<file path="src/hbcs_params.svh">
// Purpose: Constants for the hub boot configuration sequencer
// Assumes: 100 MHz clk, synchronous active-low reset
// Notes: Offsets are byte addresses on the register bus
`ifndef HBCS_PARAMS_SVH
`define HBCS_PARAMS_SVH
`define HBCS_SIG_ADDR 24'h03fffa
`define HBCS_EXEC_ADDR 24'h000000
`define HBCS_SIG_WORD 32'h32444655
`define HBCS_LEGACY_END_REG 8'hff
`define HBCS_OP_ATTACH 16'haa55
`define HBCS_OP_ATTACH_KEEP 16'haa56
`define HBCS_CFG_ONE 3'h1
`define HBCS_REG_CTRL 12'h000
`define HBCS_REG_STATUS 12'h004
`define HBCS_REG_CFG 12'h008
`define HBCS_REG_STRAPS 12'h00c
`define HBCS_REG_HOST 12'h010
`define HBCS_REG_OTP 12'h014
`define HBCS_REG_ROM 12'h018
`define HBCS_CTRL_RST 32'h00000000
`define HBCS_ROM_DEFAULT 32'h00000000
`define HBCS_RESP_OKAY 2'h0
`define HBCS_RESP_SLVERR 2'h2
`endif

</file>
<file path="src/hbcs_pkg.sv">
// Purpose: Types for the hub boot configuration sequencer
// Assumes: Constants come from hbcs_params.svh
// Notes: Stage list follows the boot flow
package hbcs_pkg;
   typedef enum logic [3:0] {
      StStandby, StFlashProbe, StFlashExec, StCfgRom, StStrap, StPullProbe,
      StHostCfg, StOtpMerge, StAttach, StNormal
   } hbcs_stage_t;
   typedef struct packed {
      logic [2:0] configSelect;
      logic [5:0] ssDisable;
      logic [5:0] hsDisable;
      logic nonRemovable;
      logic chargeEnable;
      logic flashMode;
   } hbcs_straps_t;
   typedef struct packed {
      logic valid;
      logic legacyWrite;
      logic [7:0] regAddr;
      logic [15:0] opcode;
   } hbcs_host_cmd_t;
   typedef struct packed {
      logic req;
      logic [23:0] addr;
      logic [1:0] lanes;
      logic cpol;
   } hbcs_flash_req_t;
endpackage : hbcs_pkg

</file>
<file path="src/hbcs_sequencer.sv">
// Purpose: Boot stage sequencer with AXI4-Lite register access
// Assumes: Flash reader, SMBus slave and pull-up probe sit outside
// Notes: Pin straps pass a three-flop filter
`include "hbcs_params.svh"
module hbcs_sequencer (
   input wire logic clk,
   input wire logic reset_n,
   input wire hbcs_pkg::hbcs_straps_t strapPins,
   input wire logic pullUpsFound,
   input wire logic pullProbeDone,
   output hbcs_pkg::hbcs_flash_req_t flashReq,
   input wire logic flashDone,
   input wire logic [31:0] flashData,
   input wire hbcs_pkg::hbcs_host_cmd_t hostCmd,
   input wire logic hostConnected,
   input wire logic softDisconnect,
   output logic pullProbeStart,
   output logic smbusSlaveEn,
   output logic highspeedAttach,
   output logic superspeedHubEnable,
   output logic portsEnable,
   output logic pllRun,
   output logic flashExecute,
   output logic [31:0] mergedCfg,
   input wire logic [11:0] s_axi_awaddr,
   input wire logic s_axi_awvalid,
   output logic s_axi_awready,
   input wire logic [31:0] s_axi_wdata,
   input wire logic [3:0] s_axi_wstrb,
   input wire logic s_axi_wvalid,
   output logic s_axi_wready,
   output logic [1:0] s_axi_bresp,
   output logic s_axi_bvalid,
   input wire logic s_axi_bready,
   input wire logic [11:0] s_axi_araddr,
   input wire logic s_axi_arvalid,
   output logic s_axi_arready,
   output logic [31:0] s_axi_rdata,
   output logic [1:0] s_axi_rresp,
   output logic s_axi_rvalid,
   input wire logic s_axi_rready
);
   import hbcs_pkg::*;

   hbcs_stage_t stage_q, stage_d;
   hbcs_straps_t sync1_q, sync2_q, sync3_q, straps_q;
   logic [31:0] ctrl_q, cfg_q, hostCfg_q, hostMask_q, otpCfg_q, otpMask_q;
   logic [2:0] ctrlLanes;
   logic ctrlCpol;
   logic stageDone;
   logic hostEnd;
   logic sigOk;
   logic reqSent_q;
   logic [11:0] awAddr_q, arAddr_q;
   logic awHeld_q, wHeld_q;
   logic [31:0] wData_q;
   logic [3:0] wStrb_q;

   // Strap sync flops run through reset, so straps_q loads settled straps on the first clock after release
   always_ff @(posedge clk) begin
      sync1_q <= strapPins;
      sync2_q <= sync1_q;
      sync3_q <= sync2_q;
      if (!reset_n) begin
         straps_q <= '0;
      end else if (sync2_q == sync3_q) begin
         straps_q <= sync3_q;
      end
   end

   assign ctrlLanes = ctrl_q[2:0];
   assign ctrlCpol = ctrl_q[3];
   assign sigOk = flashData == `HBCS_SIG_WORD;
   assign hostEnd = hostCmd.valid && ((hostCmd.legacyWrite
      && hostCmd.regAddr == `HBCS_LEGACY_END_REG)
      || (!hostCmd.legacyWrite && (hostCmd.opcode == `HBCS_OP_ATTACH
      || hostCmd.opcode == `HBCS_OP_ATTACH_KEEP)));

   // Stage moves; each leaves only when its action completes
   always_comb begin
      stage_d = stage_q;
      unique case (stage_q)
         StStandby: stage_d = StFlashProbe;
         StFlashProbe: begin
            if (!straps_q.flashMode) begin
               stage_d = StCfgRom;
            end else if (flashDone) begin
               stage_d = sigOk ? StFlashExec : StCfgRom;
            end
         end
         StFlashExec: stage_d = StFlashExec;
         StCfgRom: stage_d = StStrap;
         StStrap: begin
            stage_d = (straps_q.configSelect == `HBCS_CFG_ONE) ? StPullProbe
               : StOtpMerge;
         end
         StPullProbe: begin
            if (pullProbeDone) begin
               stage_d = pullUpsFound ? StHostCfg : StOtpMerge;
            end
         end
         StHostCfg: if (hostEnd) stage_d = StOtpMerge;
         StOtpMerge: stage_d = StAttach;
         StAttach: if (hostConnected && !softDisconnect) stage_d = StNormal;
         StNormal: if (softDisconnect) stage_d = StAttach;
      endcase
   end
   assign stageDone = stage_d != stage_q;

   always_ff @(posedge clk) begin
      if (!reset_n) begin
         stage_q <= StStandby;
         reqSent_q <= 1'b0;
      end else begin
         stage_q <= stage_d;
         reqSent_q <= (stage_q == StFlashProbe) && !flashDone;
      end
   end

   // Flash probe request: one pulse on entry, lanes and polarity from ctrl
   assign flashReq.req = (stage_q == StFlashProbe) && straps_q.flashMode
      && !reqSent_q;
   assign flashReq.addr = (stage_q == StFlashExec) ? `HBCS_EXEC_ADDR
      : `HBCS_SIG_ADDR;
   assign flashReq.lanes = ctrlLanes[2] ? 2'h2 : (ctrlLanes[1] ? 2'h1 : 2'h0);
   assign flashReq.cpol = ctrlCpol;

   // Config: ROM loads, straps override, host merges, OTP wins
   always_ff @(posedge clk) begin
      if (!reset_n) begin
         cfg_q <= `HBCS_ROM_DEFAULT;
         hostCfg_q <= '0;
         hostMask_q <= '0;
      end else begin
         if (stage_q == StCfgRom) begin
            cfg_q <= `HBCS_ROM_DEFAULT;
         end else if (stage_q == StStrap) begin
            cfg_q[16:0] <= {straps_q.configSelect, straps_q.ssDisable,
               straps_q.hsDisable, straps_q.nonRemovable,
               straps_q.chargeEnable};
         end else if (stage_q == StOtpMerge) begin
            cfg_q <= (((cfg_q & ~hostMask_q) | (hostCfg_q & hostMask_q))
               & ~otpMask_q) | (otpCfg_q & otpMask_q);
         end
         if (awHeld_q && wHeld_q && awAddr_q == `HBCS_REG_HOST
            && stage_q == StHostCfg) begin
            hostCfg_q <= wData_q;
            hostMask_q <= hostMask_q | {{8{wStrb_q[3]}}, {8{wStrb_q[2]}},
               {8{wStrb_q[1]}}, {8{wStrb_q[0]}}};
         end
      end
   end

   assign pullProbeStart = stage_q == StPullProbe;
   assign smbusSlaveEn = stage_q == StHostCfg;
   assign highspeedAttach = (stage_q == StAttach) || (stage_q == StNormal);
   assign superspeedHubEnable = highspeedAttach;
   assign portsEnable = stage_q == StNormal;
   assign pllRun = stage_q != StStandby;
   assign flashExecute = stage_q == StFlashExec;
   assign mergedCfg = cfg_q;

   // AXI4-Lite write: address and data taken in either order
   logic doWrite;
   logic wrHit;
   assign s_axi_awready = !awHeld_q && !s_axi_bvalid;
   assign s_axi_wready = !wHeld_q && !s_axi_bvalid;
   assign doWrite = awHeld_q && wHeld_q;
   assign wrHit = awAddr_q == `HBCS_REG_CTRL || awAddr_q == `HBCS_REG_OTP
      || awAddr_q == `HBCS_REG_HOST;
   always_ff @(posedge clk) begin
      if (!reset_n) begin
         awHeld_q <= 1'b0;
         wHeld_q <= 1'b0;
         awAddr_q <= '0;
         wData_q <= '0;
         wStrb_q <= '0;
         s_axi_bvalid <= 1'b0;
         s_axi_bresp <= `HBCS_RESP_OKAY;
         ctrl_q <= `HBCS_CTRL_RST;
         otpCfg_q <= '0;
         otpMask_q <= '0;
      end else begin
         if (s_axi_awvalid && s_axi_awready) begin
            awHeld_q <= 1'b1;
            awAddr_q <= s_axi_awaddr;
         end
         if (s_axi_wvalid && s_axi_wready) begin
            wHeld_q <= 1'b1;
            wData_q <= s_axi_wdata;
            wStrb_q <= s_axi_wstrb;
         end
         if (doWrite) begin
            awHeld_q <= 1'b0;
            wHeld_q <= 1'b0;
            s_axi_bvalid <= 1'b1;
            s_axi_bresp <= wrHit ? `HBCS_RESP_OKAY : `HBCS_RESP_SLVERR;
            if (awAddr_q == `HBCS_REG_CTRL && wStrb_q[0]) begin
               ctrl_q[7:0] <= wData_q[7:0];
            end
            if (awAddr_q == `HBCS_REG_OTP) begin
               otpCfg_q <= wData_q;
               otpMask_q <= otpMask_q | {{8{wStrb_q[3]}}, {8{wStrb_q[2]}},
                  {8{wStrb_q[1]}}, {8{wStrb_q[0]}}};
            end
         end else if (s_axi_bvalid && s_axi_bready) begin
            s_axi_bvalid <= 1'b0;
         end
      end
   end

   // AXI4-Lite read
   logic [31:0] rdMux;
   logic rdHit;
   assign s_axi_arready = !s_axi_rvalid;
   assign rdHit = s_axi_araddr == `HBCS_REG_CTRL || s_axi_araddr == `HBCS_REG_STATUS
      || s_axi_araddr == `HBCS_REG_CFG || s_axi_araddr == `HBCS_REG_STRAPS
      || s_axi_araddr == `HBCS_REG_HOST || s_axi_araddr == `HBCS_REG_OTP
      || s_axi_araddr == `HBCS_REG_ROM;
   assign rdMux = (s_axi_araddr == `HBCS_REG_CTRL) ? ctrl_q
      : (s_axi_araddr == `HBCS_REG_STATUS) ? {24'h000000, highspeedAttach,
         smbusSlaveEn, flashExecute, pllRun, stage_q}
      : (s_axi_araddr == `HBCS_REG_CFG) ? cfg_q
      : (s_axi_araddr == `HBCS_REG_STRAPS) ? {14'h0000, straps_q}
      : (s_axi_araddr == `HBCS_REG_HOST) ? hostCfg_q
      : (s_axi_araddr == `HBCS_REG_OTP) ? otpCfg_q
      : (s_axi_araddr == `HBCS_REG_ROM) ? `HBCS_ROM_DEFAULT : 32'h00000000;
   always_ff @(posedge clk) begin
      if (!reset_n) begin
         s_axi_rvalid <= 1'b0;
         s_axi_rdata <= '0;
         s_axi_rresp <= `HBCS_RESP_OKAY;
      end else if (s_axi_arvalid && s_axi_arready) begin
         s_axi_rvalid <= 1'b1;
         s_axi_rdata <= rdMux;
         s_axi_rresp <= rdHit ? `HBCS_RESP_OKAY : `HBCS_RESP_SLVERR;
      end else if (s_axi_rvalid && s_axi_rready) begin
         s_axi_rvalid <= 1'b0;
      end
   end

   logic [16:0] strapImage;
   assign strapImage = straps_q[17:1];
endmodule : hbcs_sequencer

</file>
<file path="config.mk">
export PLATFORM = sky130hd
export DESIGN_NAME = hbcs_sequencer
export DESIGN_NICKNAME = d
export VERILOG_FILES = /design/src/hbcs_pkg.sv /design/src/hbcs_sequencer.sv
export VERILOG_INCLUDE_DIRS = /design/src /design/src/src
export SDC_FILE = /design/constraint.sdc
export NUM_CORES = 1
export LEC_CHECK = 0
export BUFFER_PORTS_ARGS = -buffer_cell sky130_fd_sc_hd__buf_2
export CAP_MARGIN = 10
export CORE_ASPECT_RATIO = 1.1
export CORE_MARGIN = 2
export CORE_UTILIZATION = 40
export DETAILED_ROUTE_END_ITERATION = 16
export PLACE_DENSITY = 0.68
export SLEW_MARGIN = 10
export SYNTH_ARGS = -nofsm -noshare
export SYNTH_HDL_FRONTEND = slang
export SYNTH_SLANG_ARGS = --single-unit
export TNS_END_PERCENT = 50
</file>
<file path="constraint.sdc">
create_clock -name clk -period 2.6 [get_ports clk]
set_input_delay 0.26 -clock clk [delete_from_list [all_inputs] [get_ports clk]]
set_output_delay 0.26 -clock clk [all_outputs]
set_load 0.1 [all_outputs]
</file>
# ---- Yosys cells after proc, flatten, opt, wreduce, memory -nomap -nowiden
# Index checks and enable logic that the tools add are counted.
dict set report totals {
  reg_bits 333
  out_inout_bits 108
  elab_cells 160
}
dict set report op_classes {
  eq_ne 28
  n_mux 27
  bitwise_logic 12
  reduce_logical 50
}
# op count
set ops {}
lappend ops {{two-way mux 32 bit} 6}
lappend ops {{bitwise AND 32 bit} 4}
lappend ops {{bitwise OR 32 bit} 4}
lappend ops {{inverter 32 bit} 2}
lappend ops {{== test 12 x 5 -> 1 bit (second input constant)} 5}
lappend ops {{one-hot mux 4 bit (10 select lines)} 1}
lappend ops {{two-way mux 17 bit} 2}
lappend ops {{== test 16 bit (second input constant)} 2}
lappend ops {{== test 32 x 30 -> 1 bit (second input constant)} 1}
lappend ops {{== test 12 x 4 -> 1 bit (second input constant)} 2}
lappend ops {{zero test 12 bit} 2}
lappend ops {{two-way mux 4 bit} 6}
lappend ops {{== test 18 bit} 1}
lappend ops {{logical AND 1 bit} 18}
lappend ops {{two-way mux 18 bit} 1}
lappend ops {{== test 4 x 3 -> 1 bit (second input constant)} 4}
lappend ops {{== test 12 x 3 -> 1 bit (second input constant)} 1}
lappend ops {{logical OR 1 bit} 11}
lappend ops {{== test 4 x 2 -> 1 bit (second input constant)} 2}
lappend ops {{== test 4 bit (second input constant)} 2}
lappend ops {{== test 8 bit (second input constant)} 1}
lappend ops {{zero test 1 bit} 8}
lappend ops {{two-way mux 2 bit} 4}
lappend ops {{two-way mux 1 bit} 7}
lappend ops {{other kinds (12)} 20}

# ---- Depth between registers and ports, before layout
dict set report logic_depth {
  word_depth 8
  depth_mapped 8
  depth_no_buf 5
}

# ---- Worst setup path after synthesis
# No wires, ideal clock.
dict set report synth_timing {
  path_kind {register to output}
  from {register stage_q[2]}
  to {output flashReq[10] in the netlist's numbering}
  arrival_ns 4.753
  slack_ns -2.413
  stages_incl_launch_ff 6
  n_path_buf 2
  path_cell_list {dfxtp_1 > buf_2 > nand2b_1 > nor3_1 > inv_1 > buf_4}
}
# element line
set synth_lines {}
lappend synth_lines {{from (decl)} hbcs_sequencer.sv:45} ;# hbcs_stage_t stage_q, stage_d;
lappend synth_lines {{from (signal assigned)} hbcs_sequencer.sv:112} ;# stage_q <= StStandby;
lappend synth_lines {{from (signal assigned)} hbcs_sequencer.sv:115} ;# stage_q <= stage_d;
lappend synth_lines {{to (decl)} hbcs_sequencer.sv:11} ;# output hbcs_pkg::hbcs_flash_req_t flashReq,

==> impl_metrics.ini <==
[outcome]
run_status = complete, no violations

[setup_path]
critical_path_buf_inv_count = 2
worstPathMaxFanout = 16
critical_path_start_type = flip-flop
r2r-end = ctrl_q[1]
r2r_cells = 5
cp_num_cells = 4
timing.critical_path.to = flashReq[14]
critical_path_data_arrival_time_ns = 2.08
crit_path_cell_trace = nand2b_1 > nor3_4 > inv_1 > buf_2
setup.worst_path.start = stage_q[2]
crit_path_top_delay_cell = dfxtp_1
timing.critical_path.slowest_cell_delay_ns = 0.49
r2r_setup_slk_ns = 0.49
timing.critical_path.to_type = output port
path_class = reg -> out
worst_ep_required_time_ns = 2.34
timing.rr.start = awAddr_q[6]
cp_top_family = buffers and inverters

[yosys]
ys_seq_area_share_pct = 49.70
post_synth_num_cell_types = 63
asyncSetResetFlopFracSynth_pct = 0
synth_area_per_cell_sq_um = 8.635
netlist_instances = 1544
mappedNetlistArea_sq_mm = 0.01333
synthesis.yosys.warnings = 0
synth_edf_count = 0
synth_top_flop_cell = dfxtp_1
synth-seq-cells = 331

[final_layout]
insertedDiodeCount = 0
fin_nets = 1943
post_route_cells_drive_above_1_share_pct = 20.11
flow.area_growth_from_synthesis_pct = 23.55
layout_commonest_cell = nand2_1
top_library_cells_by_usage_in_the_layout_fill_and_taps_aside = nand2_1, dfxtp_1, buf_2
filler_cell_count = 3135

[clock_network]
cts_buffers = 35
count_of_clock_tree_sinks = 331
h-tree-depth = 2
bufs_on_longest_clock_path = 3
cts_root_buf = clkbuf_16
clock_pin_slew_of_the_registers_on_the_worst_case_setup_and_hold_paths_ns = 0.06
cts_tree = yes
latest_clock_arrival_within_the_worst_skew_pair_ns = 0.52
post_cts_buffers = 0
cts_resized = 0

[global_route]
use_met2_pct = 35.39
antenna_violations_before_repair = 0
grt-busiest-layer = met2
grt_pass1_vias = 11180
grt_util_all_layers_pct = 21.73
use_met1_pct = 28.77
grt_first_pass_wirelength_mm = 60.04
grt_overflow_total = 0
pin_count_of_the_biggest_net_entering_global_routing = 90
groute.layer.met3.usage_pct = 3.836

[placement]
place.detailed.hpwl_mm = 27.32
place_congestion = 0.8853
number_of_i_o_port_buffers = 245

[worst_hold_path]
timing.hold.worst_path_depth = 3
worstHoldPathType = in -> reg

[routing]
wl_mm = 38.37
drcViolationCount = 0
vias_per_cell = 5.186
drt_iter0_drc = 777
post_drt_wl_per_cell_um = 17.04
antenna_violating_nets_post_route = 0
detail_route.first_pass.iterations = 5
detailroute.via_count = 11680

[power]
finalPower_mw = 12.93
p_per_area_mw_per_mm2 = 784.7
leakagePower_nw = 6.655
vdd_ir_drop_max_v = 0.0007050

[die]
design.core.area_sq_mm = 0.03302
floorplan.die.width_um = 178.1
die_h_um = 195.5
rows = 70
design.die.area_sq_mm = 0.03481
boundaryPins = 256
initial_utilization_pct = 40.38

[timing]
worst_case_hold_slack_ns = 0.005002
finalSetupViolations = 0
worst_clock_skew_ns = 0.02209
relSlewSlack_pct = 48.19
worst-slew-pin-transition_ns = 0.7772
final.min_clock_period_ns = 2.344
max_freq_mhz = 426.5
layout_worst_path_cycle_share_pct = 90.17
final-hold-violation-count = 0
report.final.slew_viol_count = 0
rsz0062_at_grt = no

[run]
max-cap-violations = 0
## cells in the mapped netlist, drive strengths merged, types with 5 or more instances
| library cell | n | share of area, % |
|---|---|---|
| o21a | 40 | 2.3 |
| clkbuf | 78 | 2.2 |
| a221o | 8 | 0.60 |
| o21ai | 49 | 1.9 |
| a22oi | 15 | 0.84 |
| nand2 | 390 | 11 |
| or3 | 5 | 0.23 |
| nand4 | 8 | 0.38 |
| nor4bb | 9 | 0.68 |
| nand3b | 17 | 0.96 |
| a21boi | 115 | 6.5 |
| a32o | 10 | 0.75 |
| and2 | 11 | 0.52 |
| nor4b | 5 | 0.42 |
| nor2b | 29 | 1.4 |
| dfxtp | 331 | 50 |
| a211oi | 20 | 1.1 |
| xnor2 | 5 | 0.33 |
| inv | 7 | 0.20 |
| mux2i | 46 | 3.5 |
| xor2 | 15 | 0.99 |
| nand2b | 9 | 0.42 |
| nand3 | 11 | 0.41 |
| buf | 44 | 2.2 |
| a21oi | 69 | 2.6 |
| o22ai | 15 | 0.70 |
| nor4 | 9 | 0.58 |
| nor3 | 17 | 0.68 |
| a22o | 9 | 0.59 |
| nor2 | 115 | 3.4 |
## cells by family after synthesis
| group | after synthesis | share of synthesized area [%] |
|---|---|---|
| compound gates | 369 | 18.99 |
| xor+xnor | 20 | 1.314 |
| buf+inv | 129 | 4.598 |
| flops | 331 | 49.70 |
| mux | 48 | 3.622 |
| other cells | 1 | 0.02813 |
| simple gates | 646 | 21.74 |
## cell type report
cell class	instances	area [sq um]	area share, %
multi-input cells	1093	6165	37.42
inverters	7	26.28	0.1595
flip-flops and latches	331	6628	40.23
well taps	432	540.5	3.281
repair buffers	327	1963	11.92
clock inverters	10	101.3	0.6152
clock buffers	52	1050	6.372
## tightest hold or removal path, stage by stage
cell and delay [ns]:
buf_2 0.10, nand2_1 0.04, a21boi_0 0.06
## how the worst min path moves through the flow
| stage | from | to | slack [ns] |
|---|---|---|---|
| floorplan | strapPins[0] | sync1_q[0] | 0.29 |
| finish | s_axi_wdata[11] | wData_q[11] | 0.005 |
| CTS | s_axi_wdata[9] | wData_q[9] | 0.0004 |
| detailed placement | sync1_q[12] | sync2_q[12] | 0.31 |
| global route | s_axi_awaddr[7] | awAddr_q[7] | 0.01 |
| global placement | sync1_q[15] | sync2_q[15] | 0.31 |
## metal layers
layer	wire length [um]	part of all wire (%)	up-vias
met5	0	0	-
met4	1200	3.1	0
met3	2695	7.0	70
met2	17770	46	424
met1	16710	44	5451
li1	-	-	5733
## repair_timing
action                                  CTS  global route
endpoints found under the setup margin    0             0
hold buffers                             41             0
endpoints found under the hold margin    40             0
## power breakdown
group	total, mW	internal, mW	switching (mW)
sequential	5.41	5.25	0.163
combinational	2.59	0.511	2.08
clock	4.92	2.91	2.02
## sequential cells by signal (all words and copies together), names as in the netlist, 17 cells and up, named ones only
| signal | flops |
|---|---|
| hostCfg_q | 32 |
| hostMask_q | 32 |
| otpCfg_q | 32 |
| otpMask_q | 32 |
| s_axi_rdata | 32 |
| strapImage | 17 |
| sync1_q | 18 |
| sync2_q | 18 |
| sync3_q | 18 |
| wData_q | 32 |
## stage by stage
step	area [sq um]	setup TNS [ns]	worst slack, ns	instances	util [%]
final	16470	0	0.2556	2252	49.89
after global routing	16470	0	0.1261	2252	49.89
after CTS	16470	0	0.2360	2252	49.89
after detailed placement	14910	0	0.3699	2149	45.16
after global placement	14910	0	0.4111	2149	45.16
after floorplan	13390	-12.76	-0.3985	1553	-
No activity file was read; power rests on OpenSTA's default activity.
